## config.mk

```make
export PLATFORM = sky130hd
export DESIGN_NAME = rsbw_remote_write
export DESIGN_NICKNAME = d
export VERILOG_FILES = /design/src/rsbw_pkg.sv /design/src/rsbw_remote_write.sv
export SDC_FILE = /design/constraint.sdc
export NUM_CORES = 1
export LEC_CHECK = 0
export BUFFER_PORTS_ARGS = -buffer_cell sky130_fd_sc_hd__buf_2
export CAP_MARGIN = 0
export CORE_MARGIN = 3
export CORE_UTILIZATION = 40
export CTS_BUF_LIST = sky130_fd_sc_hd__clkbuf_4 sky130_fd_sc_hd__clkbuf_8 sky130_fd_sc_hd__clkbuf_16
export DETAILED_ROUTE_END_ITERATION = 10
export PLACE_DENSITY_LB_ADDON = 0.1
export SLEW_MARGIN = 0
export SYNTH_ARGS = -nofsm -noshare
export SYNTH_HDL_FRONTEND = slang
export SYNTH_SLANG_ARGS = --single-unit
export TNS_END_PERCENT = 50
```

## constraint.sdc

```tcl
create_clock -name clk_i -period 4.25 [get_ports clk_i]
set_input_delay 0.2125 -clock clk_i [delete_from_list [all_inputs] [get_ports clk_i]]
set_output_delay 0.2125 -clock clk_i [all_outputs]
set_load 0.005 [all_outputs]
```

## src/rsbw_pkg.sv

```systemverilog
// shared constants, types and register map of the remote slow buffered write port
package rsbw_pkg;

    // ------------------------------------------------------------
    // wishbone register map (byte addresses)
    // ------------------------------------------------------------
    localparam logic [7:0] RSBW_ADDR_CTRL = 8'h00;
    localparam logic [7:0] RSBW_ADDR_DCR = 8'h04;
    localparam logic [7:0] RSBW_ADDR_RIC = 8'h08;
    localparam logic [7:0] RSBW_ADDR_STATUS = 8'h0C;
    localparam logic [7:0] RSBW_ADDR_IWORD = 8'h10;
    localparam logic [7:0] RSBW_ADDR_PC = 8'h14;

    // ------------------------------------------------------------
    // field positions and reset values
    // ------------------------------------------------------------
    localparam int RSBW_CTRL_LOR_BIT = 0;
    localparam int RSBW_DCR_DW_LSB = 0;
    localparam int RSBW_DCR_IW_LSB = 3;
    localparam int RSBW_RIC_MS_LSB = 0;
    localparam int RSBW_STAT_HIB_BIT = 8;
    localparam logic [4:0] RSBW_DCR_RESET = 5'h00;
    localparam logic [7:0] RSBW_RIC_RESET = 8'h00;
    localparam logic [15:0] RSBW_PC_RESET = 16'h0000;
    localparam logic [31:0] RSBW_UNMAPPED_DATA = 32'h0000_0000;

    // memory select encodings
    localparam logic [1:0] RSBW_MS_DATA_MEMORY = 2'b00;
    localparam logic [1:0] RSBW_MS_INSTRUCTION_MEMORY = 2'b01;
    localparam logic [1:0] RSBW_MS_PCL = 2'b10;
    localparam logic [1:0] RSBW_MS_PCH = 2'b11;

    // ------------------------------------------------------------
    // types
    // ------------------------------------------------------------
    typedef enum logic [3:0] {
        RSBW_ST_IDLE1, RSBW_ST_IDLE2, RSBW_ST_TAKEOVER, RSBW_ST_LOAD,
        RSBW_ST_D_RIC, RSBW_ST_D_PCL, RSBW_ST_D_PCH, RSBW_ST_D_DATA_MEMORY,
        RSBW_ST_D_ILOW, RSBW_ST_D_IHIGH, RSBW_ST_TERM, RSBW_ST_RELEASE,
        RSBW_ST_IDLE3
    } rsbw_state_type;

    // remote processor request pins, all active high except wait_n
    typedef struct packed {
        logic enable;
        logic write;
        logic cmd;
        logic wait_n;
        logic [7:0] data;
    } rsbw_remote_type;

    // local timing control unit handshake
    typedef struct packed {
        logic request;
        logic lock;
        logic write_active;
    } rsbw_local_type;

endpackage : rsbw_pkg

```

## src/rsbw_remote_write.sv

```systemverilog
// remote access state machine for slow buffered writes, with wishbone registers
//
// Decided for this implementation: the register addresses and the Wishbone slave port.
`timescale 1ns/1ps
`default_nettype none

module rsbw_remote_write (
    // clock and reset
    input wire logic clk_i,
    input wire logic rst_i,
    // wishbone slave
    input wire logic wb_cyc_i,
    input wire logic wb_stb_i,
    input wire logic wb_we_i,
    input wire logic [7:0] wb_adr_i,
    input wire logic [3:0] wb_sel_i,
    input wire logic [31:0] wb_dat_i,
    output logic wb_ack_o,
    output logic [31:0] wb_dat_o,
    // remote processor side
    input wire rsbw_pkg::rsbw_remote_type remote_i,
    output logic transfer_ack_o,
    // local timing control unit side
    input wire rsbw_pkg::rsbw_local_type local_i,
    output logic local_bus_grant_o,
    output logic local_cpu_wait_o,
    // memory side
    output logic local_bus_select_o,
    output logic bus_float_o,
    output logic data_write_n_o,
    output logic instr_write_n_o,
    output logic [15:0] instr_word_o,
    output logic [15:0] program_counter_o
);
    import rsbw_pkg::*;

    // ------------------------------------------------------------
    // state and registers
    // ------------------------------------------------------------
    rsbw_state_type state_reg;
    rsbw_state_type state_next;
    logic lock_out_remote_reg;
    logic [4:0] device_control_reg;
    logic [7:0] remote_interface_config;
    logic [7:0] ric_pending_reg;
    logic ric_pending_valid_reg;
    logic high_byte_flag;
    logic [7:0] instr_holding_latch;
    logic [2:0] wait_cnt_reg;
    logic [1:0] access_kind_reg;
    logic remote_start;
    logic wait_done;
    logic wb_req;
    logic wb_wr;
    logic [1:0] memory_select;

    // true when the buses are handed to the remote side
    function automatic logic rsbw_remote_owns(input rsbw_state_type s);
        rsbw_remote_owns = (s != RSBW_ST_IDLE1) && (s != RSBW_ST_IDLE2)
            && (s != RSBW_ST_IDLE3);
    endfunction : rsbw_remote_owns

    // true in any of the access states
    function automatic logic rsbw_is_access(input rsbw_state_type s);
        rsbw_is_access = (s == RSBW_ST_D_RIC) || (s == RSBW_ST_D_PCL)
            || (s == RSBW_ST_D_PCH) || (s == RSBW_ST_D_DATA_MEMORY)
            || (s == RSBW_ST_D_ILOW) || (s == RSBW_ST_D_IHIGH);
    endfunction : rsbw_is_access

    assign remote_start = remote_i.enable & remote_i.write;
    assign memory_select = remote_interface_config[RSBW_RIC_MS_LSB +: 2];
    // remote wait extends past the last programmed wait
    assign wait_done = (wait_cnt_reg == 3'h0) & remote_i.wait_n;
    assign wb_req = wb_cyc_i & wb_stb_i & ~wb_ack_o;
    // writes land on the edge where the master samples ack high, never earlier
    assign wb_wr = wb_cyc_i & wb_stb_i & wb_ack_o & wb_we_i & wb_sel_i[0];

    // ------------------------------------------------------------
    // next state
    // ------------------------------------------------------------
    // one state per clock
    always_comb begin
        state_next = state_reg;
        case (state_reg)
            RSBW_ST_IDLE1, RSBW_ST_IDLE2, RSBW_ST_IDLE3: begin
                if (!remote_start) begin
                    state_next = RSBW_ST_IDLE1;
                end else if (lock_out_remote_reg || local_bus_grant_o) begin
                    // held off by lockout or local grant
                    state_next = RSBW_ST_IDLE2;
                end else if (!local_i.request) begin
                    state_next = RSBW_ST_TAKEOVER;
                end
            end
            RSBW_ST_TAKEOVER: begin
                // wait until the local write strobe is gone
                if (!local_i.write_active) begin
                    state_next = RSBW_ST_LOAD;
                end
            end
            RSBW_ST_LOAD: begin
                // command select goes to the config register
                if (remote_i.cmd) begin
                    state_next = RSBW_ST_D_RIC;
                end else begin
                    case (memory_select)
                        RSBW_MS_PCL: state_next = RSBW_ST_D_PCL;
                        RSBW_MS_PCH: state_next = RSBW_ST_D_PCH;
                        RSBW_MS_DATA_MEMORY: state_next = RSBW_ST_D_DATA_MEMORY;
                        default: begin
                            state_next = high_byte_flag ? RSBW_ST_D_IHIGH
                                : RSBW_ST_D_ILOW;
                        end
                    endcase
                end
            end
            RSBW_ST_D_RIC, RSBW_ST_D_PCL, RSBW_ST_D_PCH, RSBW_ST_D_DATA_MEMORY,
            RSBW_ST_D_ILOW, RSBW_ST_D_IHIGH: begin
                if (wait_done) begin
                    state_next = RSBW_ST_TERM;
                end
            end
            RSBW_ST_TERM: begin
                // loop until the remote write is removed
                if (!remote_start) begin
                    state_next = RSBW_ST_RELEASE;
                end
            end
            RSBW_ST_RELEASE: begin
                state_next = RSBW_ST_IDLE3;
            end
            default: begin
                state_next = RSBW_ST_IDLE1;
            end
        endcase
    end

    // state register
    always_ff @(posedge clk_i) begin
        if (rst_i) begin
            state_reg <= RSBW_ST_IDLE1;
        end else begin
            state_reg <= state_next;
        end
    end

    // ------------------------------------------------------------
    // wait counters
    // ------------------------------------------------------------
    // load from the control register fields in the load state
    always_ff @(posedge clk_i) begin
        if (rst_i) begin
            wait_cnt_reg <= 3'h0;
        end else if (state_next == RSBW_ST_LOAD) begin
            if (!remote_i.cmd && memory_select == RSBW_MS_INSTRUCTION_MEMORY) begin
                wait_cnt_reg <= {1'b0, device_control_reg[RSBW_DCR_IW_LSB +: 2]};
            end else if (!remote_i.cmd && memory_select == RSBW_MS_DATA_MEMORY) begin
                wait_cnt_reg <= device_control_reg[RSBW_DCR_DW_LSB +: 3];
            end else begin
                wait_cnt_reg <= 3'h0;
            end
        end else if (rsbw_is_access(state_reg) && wait_cnt_reg != 3'h0) begin
            wait_cnt_reg <= wait_cnt_reg - 3'h1;
        end
    end

    // ------------------------------------------------------------
    // handshake outputs, registered from the next state
    // ------------------------------------------------------------
    // registered outputs lag the pins by one clock; the ack still falls
    // before any bus takeover since takeover itself needs a clock
    always_ff @(posedge clk_i) begin
        if (rst_i) begin
            transfer_ack_o <= 1'b1;
            local_bus_select_o <= 1'b0;
            local_bus_grant_o <= 1'b0;
            local_cpu_wait_o <= 1'b0;
        end else begin
            // ack low while waiting, high from termination
            transfer_ack_o <= !(remote_start && state_next != RSBW_ST_TERM);
            // select high from load through release
            local_bus_select_o <= rsbw_remote_owns(state_next)
                && state_next != RSBW_ST_TAKEOVER;
            // grant only in the idle states, the third idle only once the remote write is gone
            local_bus_grant_o <= local_i.request && local_i.lock
                && (state_next == RSBW_ST_IDLE1 || state_next == RSBW_ST_IDLE2
                || (state_next == RSBW_ST_IDLE3 && !remote_start));
            // stall the cpu while the remote side owns the bus
            local_cpu_wait_o <= local_i.request && rsbw_remote_owns(state_next);
        end
    end

    // float changes half a period after each state edge
    always_ff @(negedge clk_i) begin
        if (rst_i) begin
            bus_float_o <= 1'b0;
        end else begin
            bus_float_o <= rsbw_remote_owns(state_reg);
        end
    end

    // ------------------------------------------------------------
    // write strobes
    // ------------------------------------------------------------
    always_ff @(posedge clk_i) begin
        if (rst_i) begin
            data_write_n_o <= 1'b1;
            instr_write_n_o <= 1'b1;
        end else begin
            // data strobe ends with the remote write
            data_write_n_o <= !((state_next == RSBW_ST_D_DATA_MEMORY
                || (state_next == RSBW_ST_TERM && access_kind_reg == RSBW_MS_DATA_MEMORY
                && !remote_i.cmd)) && remote_start);
            // high byte strobe from load onward
            instr_write_n_o <= !(remote_start && high_byte_flag && !remote_i.cmd
                && ((state_next == RSBW_ST_LOAD && memory_select == RSBW_MS_INSTRUCTION_MEMORY)
                || state_next == RSBW_ST_D_IHIGH
                || (state_next == RSBW_ST_TERM && access_kind_reg == RSBW_MS_INSTRUCTION_MEMORY)));
        end
    end

    // remembers which target the current access hit
    always_ff @(posedge clk_i) begin
        if (rst_i) begin
            access_kind_reg <= RSBW_MS_DATA_MEMORY;
        end else if (state_next == RSBW_ST_LOAD) begin
            access_kind_reg <= remote_i.cmd ? RSBW_MS_PCL : memory_select;
        end
    end

    // ------------------------------------------------------------
    // instruction word assembly
    // ------------------------------------------------------------
    // low byte to latch, high byte joins it
    always_ff @(posedge clk_i) begin
        if (rst_i) begin
            instr_holding_latch <= 8'h00;
            instr_word_o <= 16'h0000;
        end else if (state_next == RSBW_ST_D_ILOW) begin
            instr_holding_latch <= remote_i.data;
        end else if (state_next == RSBW_ST_LOAD && high_byte_flag
            && !remote_i.cmd && memory_select == RSBW_MS_INSTRUCTION_MEMORY) begin
            instr_word_o <= {remote_i.data, instr_holding_latch};
        end
    end

    // flag cleared by reset or select 01, toggled at release of an instruction memory write
    always_ff @(posedge clk_i) begin
        if (rst_i) begin
            high_byte_flag <= 1'b0;
        end else if ((wb_wr && wb_adr_i == RSBW_ADDR_RIC
            && wb_dat_i[RSBW_RIC_MS_LSB +: 2] == RSBW_MS_INSTRUCTION_MEMORY)
            || (state_reg == RSBW_ST_D_RIC && state_next == RSBW_ST_TERM
            && remote_i.data[RSBW_RIC_MS_LSB +: 2] == RSBW_MS_INSTRUCTION_MEMORY)) begin
            high_byte_flag <= 1'b0;
        end else if (state_reg == RSBW_ST_RELEASE && access_kind_reg == RSBW_MS_INSTRUCTION_MEMORY) begin
            high_byte_flag <= ~high_byte_flag;
        end
    end

    // ------------------------------------------------------------
    // program counter
    // ------------------------------------------------------------
    // byte writes, increment after the high byte
    always_ff @(posedge clk_i) begin
        if (rst_i) begin
            program_counter_o <= RSBW_PC_RESET;
        end else if (state_reg == RSBW_ST_D_PCL && state_next == RSBW_ST_TERM) begin
            program_counter_o[7:0] <= remote_i.data;
        end else if (state_reg == RSBW_ST_D_PCH && state_next == RSBW_ST_TERM) begin
            program_counter_o[15:8] <= remote_i.data;
        end else if (wb_wr && wb_adr_i == RSBW_ADDR_PC) begin
            program_counter_o <= wb_dat_i[15:0];
        end else if (state_reg == RSBW_ST_RELEASE && access_kind_reg == RSBW_MS_INSTRUCTION_MEMORY
            && high_byte_flag) begin
            program_counter_o <= program_counter_o + 16'h0001;
        end
    end

    // ------------------------------------------------------------
    // remote interface config
    // ------------------------------------------------------------
    // remote value held until one period after the write ends
    always_ff @(posedge clk_i) begin
        if (rst_i) begin
            ric_pending_reg <= RSBW_RIC_RESET;
            ric_pending_valid_reg <= 1'b0;
        end else if (state_reg == RSBW_ST_D_RIC && state_next == RSBW_ST_TERM) begin
            ric_pending_reg <= remote_i.data;
            ric_pending_valid_reg <= 1'b1;
        end else if (state_reg == RSBW_ST_RELEASE) begin
            ric_pending_valid_reg <= 1'b0;
        end
    end

    // config register: software writes, remote commit at release
    always_ff @(posedge clk_i) begin
        if (rst_i) begin
            remote_interface_config <= RSBW_RIC_RESET;
        end else if (state_reg == RSBW_ST_RELEASE && ric_pending_valid_reg) begin
            remote_interface_config <= ric_pending_reg;
        end else if (wb_wr && wb_adr_i == RSBW_ADDR_RIC) begin
            remote_interface_config <= wb_dat_i[7:0];
        end
    end

    // ------------------------------------------------------------
    // software control registers
    // ------------------------------------------------------------
    // lockout and wait fields, byte lane 0 only
    always_ff @(posedge clk_i) begin
        if (rst_i) begin
            lock_out_remote_reg <= 1'b0;
            device_control_reg <= RSBW_DCR_RESET;
        end else if (wb_wr && wb_adr_i == RSBW_ADDR_CTRL) begin
            lock_out_remote_reg <= wb_dat_i[RSBW_CTRL_LOR_BIT];
        end else if (wb_wr && wb_adr_i == RSBW_ADDR_DCR) begin
            device_control_reg <= wb_dat_i[4:0];
        end
    end

    // ------------------------------------------------------------
    // wishbone answer
    // ------------------------------------------------------------
    // one-cycle ack a clock after the strobe; unmapped reads return zero
    always_ff @(posedge clk_i) begin
        if (rst_i) begin
            wb_ack_o <= 1'b0;
            wb_dat_o <= RSBW_UNMAPPED_DATA;
        end else begin
            wb_ack_o <= wb_req;
            if (wb_adr_i == RSBW_ADDR_CTRL) begin
                wb_dat_o <= {31'h0000_0000, lock_out_remote_reg};
            end else if (wb_adr_i == RSBW_ADDR_DCR) begin
                wb_dat_o <= {27'h000_0000, device_control_reg};
            end else if (wb_adr_i == RSBW_ADDR_RIC) begin
                wb_dat_o <= {24'h00_0000, remote_interface_config};
            end else if (wb_adr_i == RSBW_ADDR_STATUS) begin
                wb_dat_o <= {23'h00_0000, high_byte_flag, 4'h0, state_reg};
            end else if (wb_adr_i == RSBW_ADDR_IWORD) begin
                wb_dat_o <= {16'h0000, instr_word_o};
            end else if (wb_adr_i == RSBW_ADDR_PC) begin
                wb_dat_o <= {16'h0000, program_counter_o};
            end else begin
                wb_dat_o <= RSBW_UNMAPPED_DATA;
            end
        end
    end

endmodule : rsbw_remote_write

`default_nettype wire

```

# Yosys cells after proc, flatten, opt, wreduce, memory -nomap -nowiden
# Cells that the tools add are included.
# Widths: inputs -> output; s select.
# op_classes
div_mod_pow	0
n_shift	0
n_eq_ne	37
multipliers	0
muxes	30
n_reduce_logical	79
n_addsub	2
bitwise_logic	12
n_lt_le_gt_ge	0
# ops
op	n
$mux 16	4
$mux 8	6
$eq 4x4->1 const B	9
$logic_and 1x1->1	36
$mux 4	7
$pmux 4 s6	1
$eq 4x3->1 const B	5
$add 16x1->16 const B	1
$eq 8x4->1 const B	2
$eq 8x5->1 const B	2
$eq 4x2->1 const B	3
$logic_or 1x1->1	12
$mux 3	4
$ne 4x4->1 const B	3
$pmux 4 s3	1
$reduce_or 6->1	2
$mux 9	1
$reduce_bool 3->1	3
$eq 2x1->1 const B	4
$eq 4x1->1 const B	2
$eq 8x3->1 const B	1
$logic_not 4->1	2
$logic_not 8->1	1
$ne 4x1->1 const B	2
other kinds (19)	46
# totals
n_memories	0
rom_bits	0
output_inout_bits	72
ram_bits	0
ff_bits	113
elab_cells	187
latch_bits	0

# Longest topological paths before layout
# depth
depth_word	10
mapped_depth	10
ltp_nobuf	8

==> flow_metrics.tcl <==
set metrics [dict create \
    synth-edff-count 0 \
    worstSetupPathType "reg2reg" \
    fin_nets 732 \
    initial_core_util_pct 41.4 \
    drc 0 \
    placementRows 40 \
    switchingPower_uw 478 \
    top_regs "instr_word_o (16), program_counter_o (16), wb_dat_o (16)" \
    worst_slack_ns 0.934 \
    synth-seq-cells 97 \
    final_util_pct 48.0 \
    synth_cells 583 \
    synth_area_sq_um 5030 \
    synthTopCellsByArea "dfxtp_1, mux2i_1, nor2_1" \
    p_comb_share_pct 5.5 \
    fin_worst_skew_ns 0.0511 \
    layout_commonest_cell "buf_2" \
    r2r-end "bus_float_o$_SDFF_NP0_" \
    rr_startpoint "state_reg[2]$_SDFF_PP0_" \
    path_buf_inv 0 \
    cts_tree "yes" \
    crit_slowest_cell "dfxtp_1" \
    dr.pass1.iters 6 \
    p_int_mw 1.37 \
    p_leak_nw 2.19 \
    ff2ff_setup_slack_ns 0.93 \
    power.share.switching_pct 25.8 \
    core_sq_um 12200 \
    power_density_nw_per_um2 317 \
    clkTransAtPathRegs_ns 0.07 \
    yosysUniqueCellTypes 70 \
    setup_tns_ns 0 \
    viasPerCell 5.47 \
    yosys.area.top_type "dfxtp_1" \
    critical-path-max-stage-delay_ns 0.59 \
    hold_class "in2reg" \
    syn_avg_cell_area_sq_um 8.63 \
    grt_pass1_vias 4198 \
    worstMarginPinSlew_ns 1.01 \
    gp_congestion 0.906 \
    pre_cts_slack_ns 0.914 \
    ys_warn_count 0 \
    crit_fanout 13 \
    worst_setup_path_start_kind "flop" \
    fin_cells 835 \
    worstPathArrival_ns 1.53 \
    cts_root_buf "clkbuf_16" \
    grt_pass1_wl_um 24300 \
    crit_chain "or2_1 > a21oi_1 > nor2_1" \
    ir_drop_mv 0.245 \
    cts_made_buffers 9 \
    grt_max_degree 75 \
    grt_setup_unrepaired "no" \
    slew_headroom_pct 32.4 \
    cp-end-kind "flop" \
    r2r_cells 3 \
    wl_per_cell_um 18.6 \
    min_to "local_bus_grant_o$_SDFF_PP0_" \
    final_cell_mix "buf_2, dfxtp_1, nor2_1" \
    wirelength_um 15600 \
    fp.dieW_um 118 \
    slew_violations 0 \
    required_ns 2.46 \
    synth_top_area_share_pct 38.6 \
    gr-usage-all-layers_pct 22.0 \
    whs_path_depth 2 \
    cap_violations 0 \
    cts.htree.levels 3 \
    first_iter_violations 371 \
    status "finished, final reports clean" \
    clkPwrFrac_pct 44.9 \
    dpl.cell_count 819 \
    dieArea_sq_um 14000 \
    dieHeight_um 118 \
    cts.sinks 97 \
    cts_hold_buf 0 \
    cts.path.max_buffers 2 \
    setup_viol 0 \
    seqPwrFrac_pct 49.5 \
    antenna_cells 0 \
    overflow 0 \
    hold_violations 0 \
    critPathTopFamily "flip-flops" \
    cts-resized-gates 0 \
    synth_flop_cell "dfxtp_1" \
    layout-drive-gt1-share_pct 21.6 \
    ant_nets 0 \
    num_vias 4566 \
    cts_setup_buffers 0 \
    area_growth_pct 16.0 \
    clock_latency_ns 0.40 \
    hpwl_um 11300 \
    io_buffers 100 \
    synth-seq-area-share_pct 38.6 \
    antenna_found_initial 0 \
    async_reset_ff_share_pct 0 \
    pin_count 136 \
    hold_start "local_i[1]" \
]
cell usage after synthesis (all sizes together), types with 4 or more instances:
master	instances
nor4	10
nor3	16
nand2	60
ha	6
mux2i	46
clkbuf	23
a22oi	13
o211ai	8
dfxtp	97
xnor2	13
buf	29
nor2	84
o21ai	13
a311oi	7
a211oi	24
a31oi	4
or3	4
nand3	15
nand4	4
inv	16
a21oi	32
how the worst max path moves through the flow:
stage	start	to	slack, ns	cells past startpoint
finish	state_reg[2]$_SDFF_PP0_	bus_float_o$_SDFF_NP0_	0.93	3
global route	state_reg[3]$_SDFF_PP0_	bus_float_o$_SDFF_NP0_	0.83	3
CTS	state_reg[2]$_SDFF_PP0_	bus_float_o$_SDFF_NP0_	0.94	3
detailed placement	state_reg[3]$_SDFF_PP0_	bus_float_o$_SDFF_NP0_	0.91	3
global placement	state_reg[2]$_SDFF_PP0_	bus_float_o$_SDFF_NP0_	0.91	3
floorplan	state_reg[3]$_SDFF_PP0_	bus_float_o$_SDFF_NP0_	1.15	4
power groups by stage:
| stage | Sequential (mW) | Combinational [mW] | Clock (mW) |
|---|---|---|---|
| floorplan | 0.936 | 0.0636 | 0.00294 |
| global placement | 0.938 | 0.101 | 0.00294 |
| detailed placement | 0.939 | 0.101 | 0.00294 |
| CTS | 0.917 | 0.102 | 0.838 |
| global route | 0.918 | 0.112 | 0.877 |
| finish | 0.917 | 0.102 | 0.832 |
kinds of logic after synthesis:
group	synth area share (%)
and+or+nand+nor	21.5
AOI/OAI and AO/OA	18.6
DFF	38.6
buffers and inverters	7.31
muxes	9.82
xor gates and xnor gates	2.61
adders and majority gates	1.49
other	0.0745
per-stage QoR:
stage | cell area (sq um) | hold slack (ns) | power [mW]
floorplan | 5090 | 0.318 | 1.00
global placement | 5540 | 0.430 | 1.04
detailed placement | 5540 | 0.446 | 1.04
CTS | 5840 | 0.124 | 1.86
global route | 5840 | 0.156 | 1.91
finish | 5840 | 0.127 | 1.85
layer usage:
layer  global-route usage [%]  share of wire [%]
met1                     33.7                 49
met2                     30.6                 42
met3                     4.35                7.1
met4                     7.03                1.5
met5                        0                  0
worst register-to-register path, delay by kind of cell, from the launching register on:
kind | cells | cell delay [ns]
flip-flops | 1 | 0.59
AND/OR/NAND/NOR | 2 | 0.46
AO/OA/AOI/OAI | 1 | 0.13
layout make-up:
cell class              instances  area (sq um)
multi-input cells             433          2790
flip-flops and latches         97          1940
clock buffers                  10           239
inverters                      15          56.3
fillers                      1188          6320
repair buffers                105           538
well taps                     168           210
clock inverters                 7          61.3
Power figures use the tool's default switching activity.
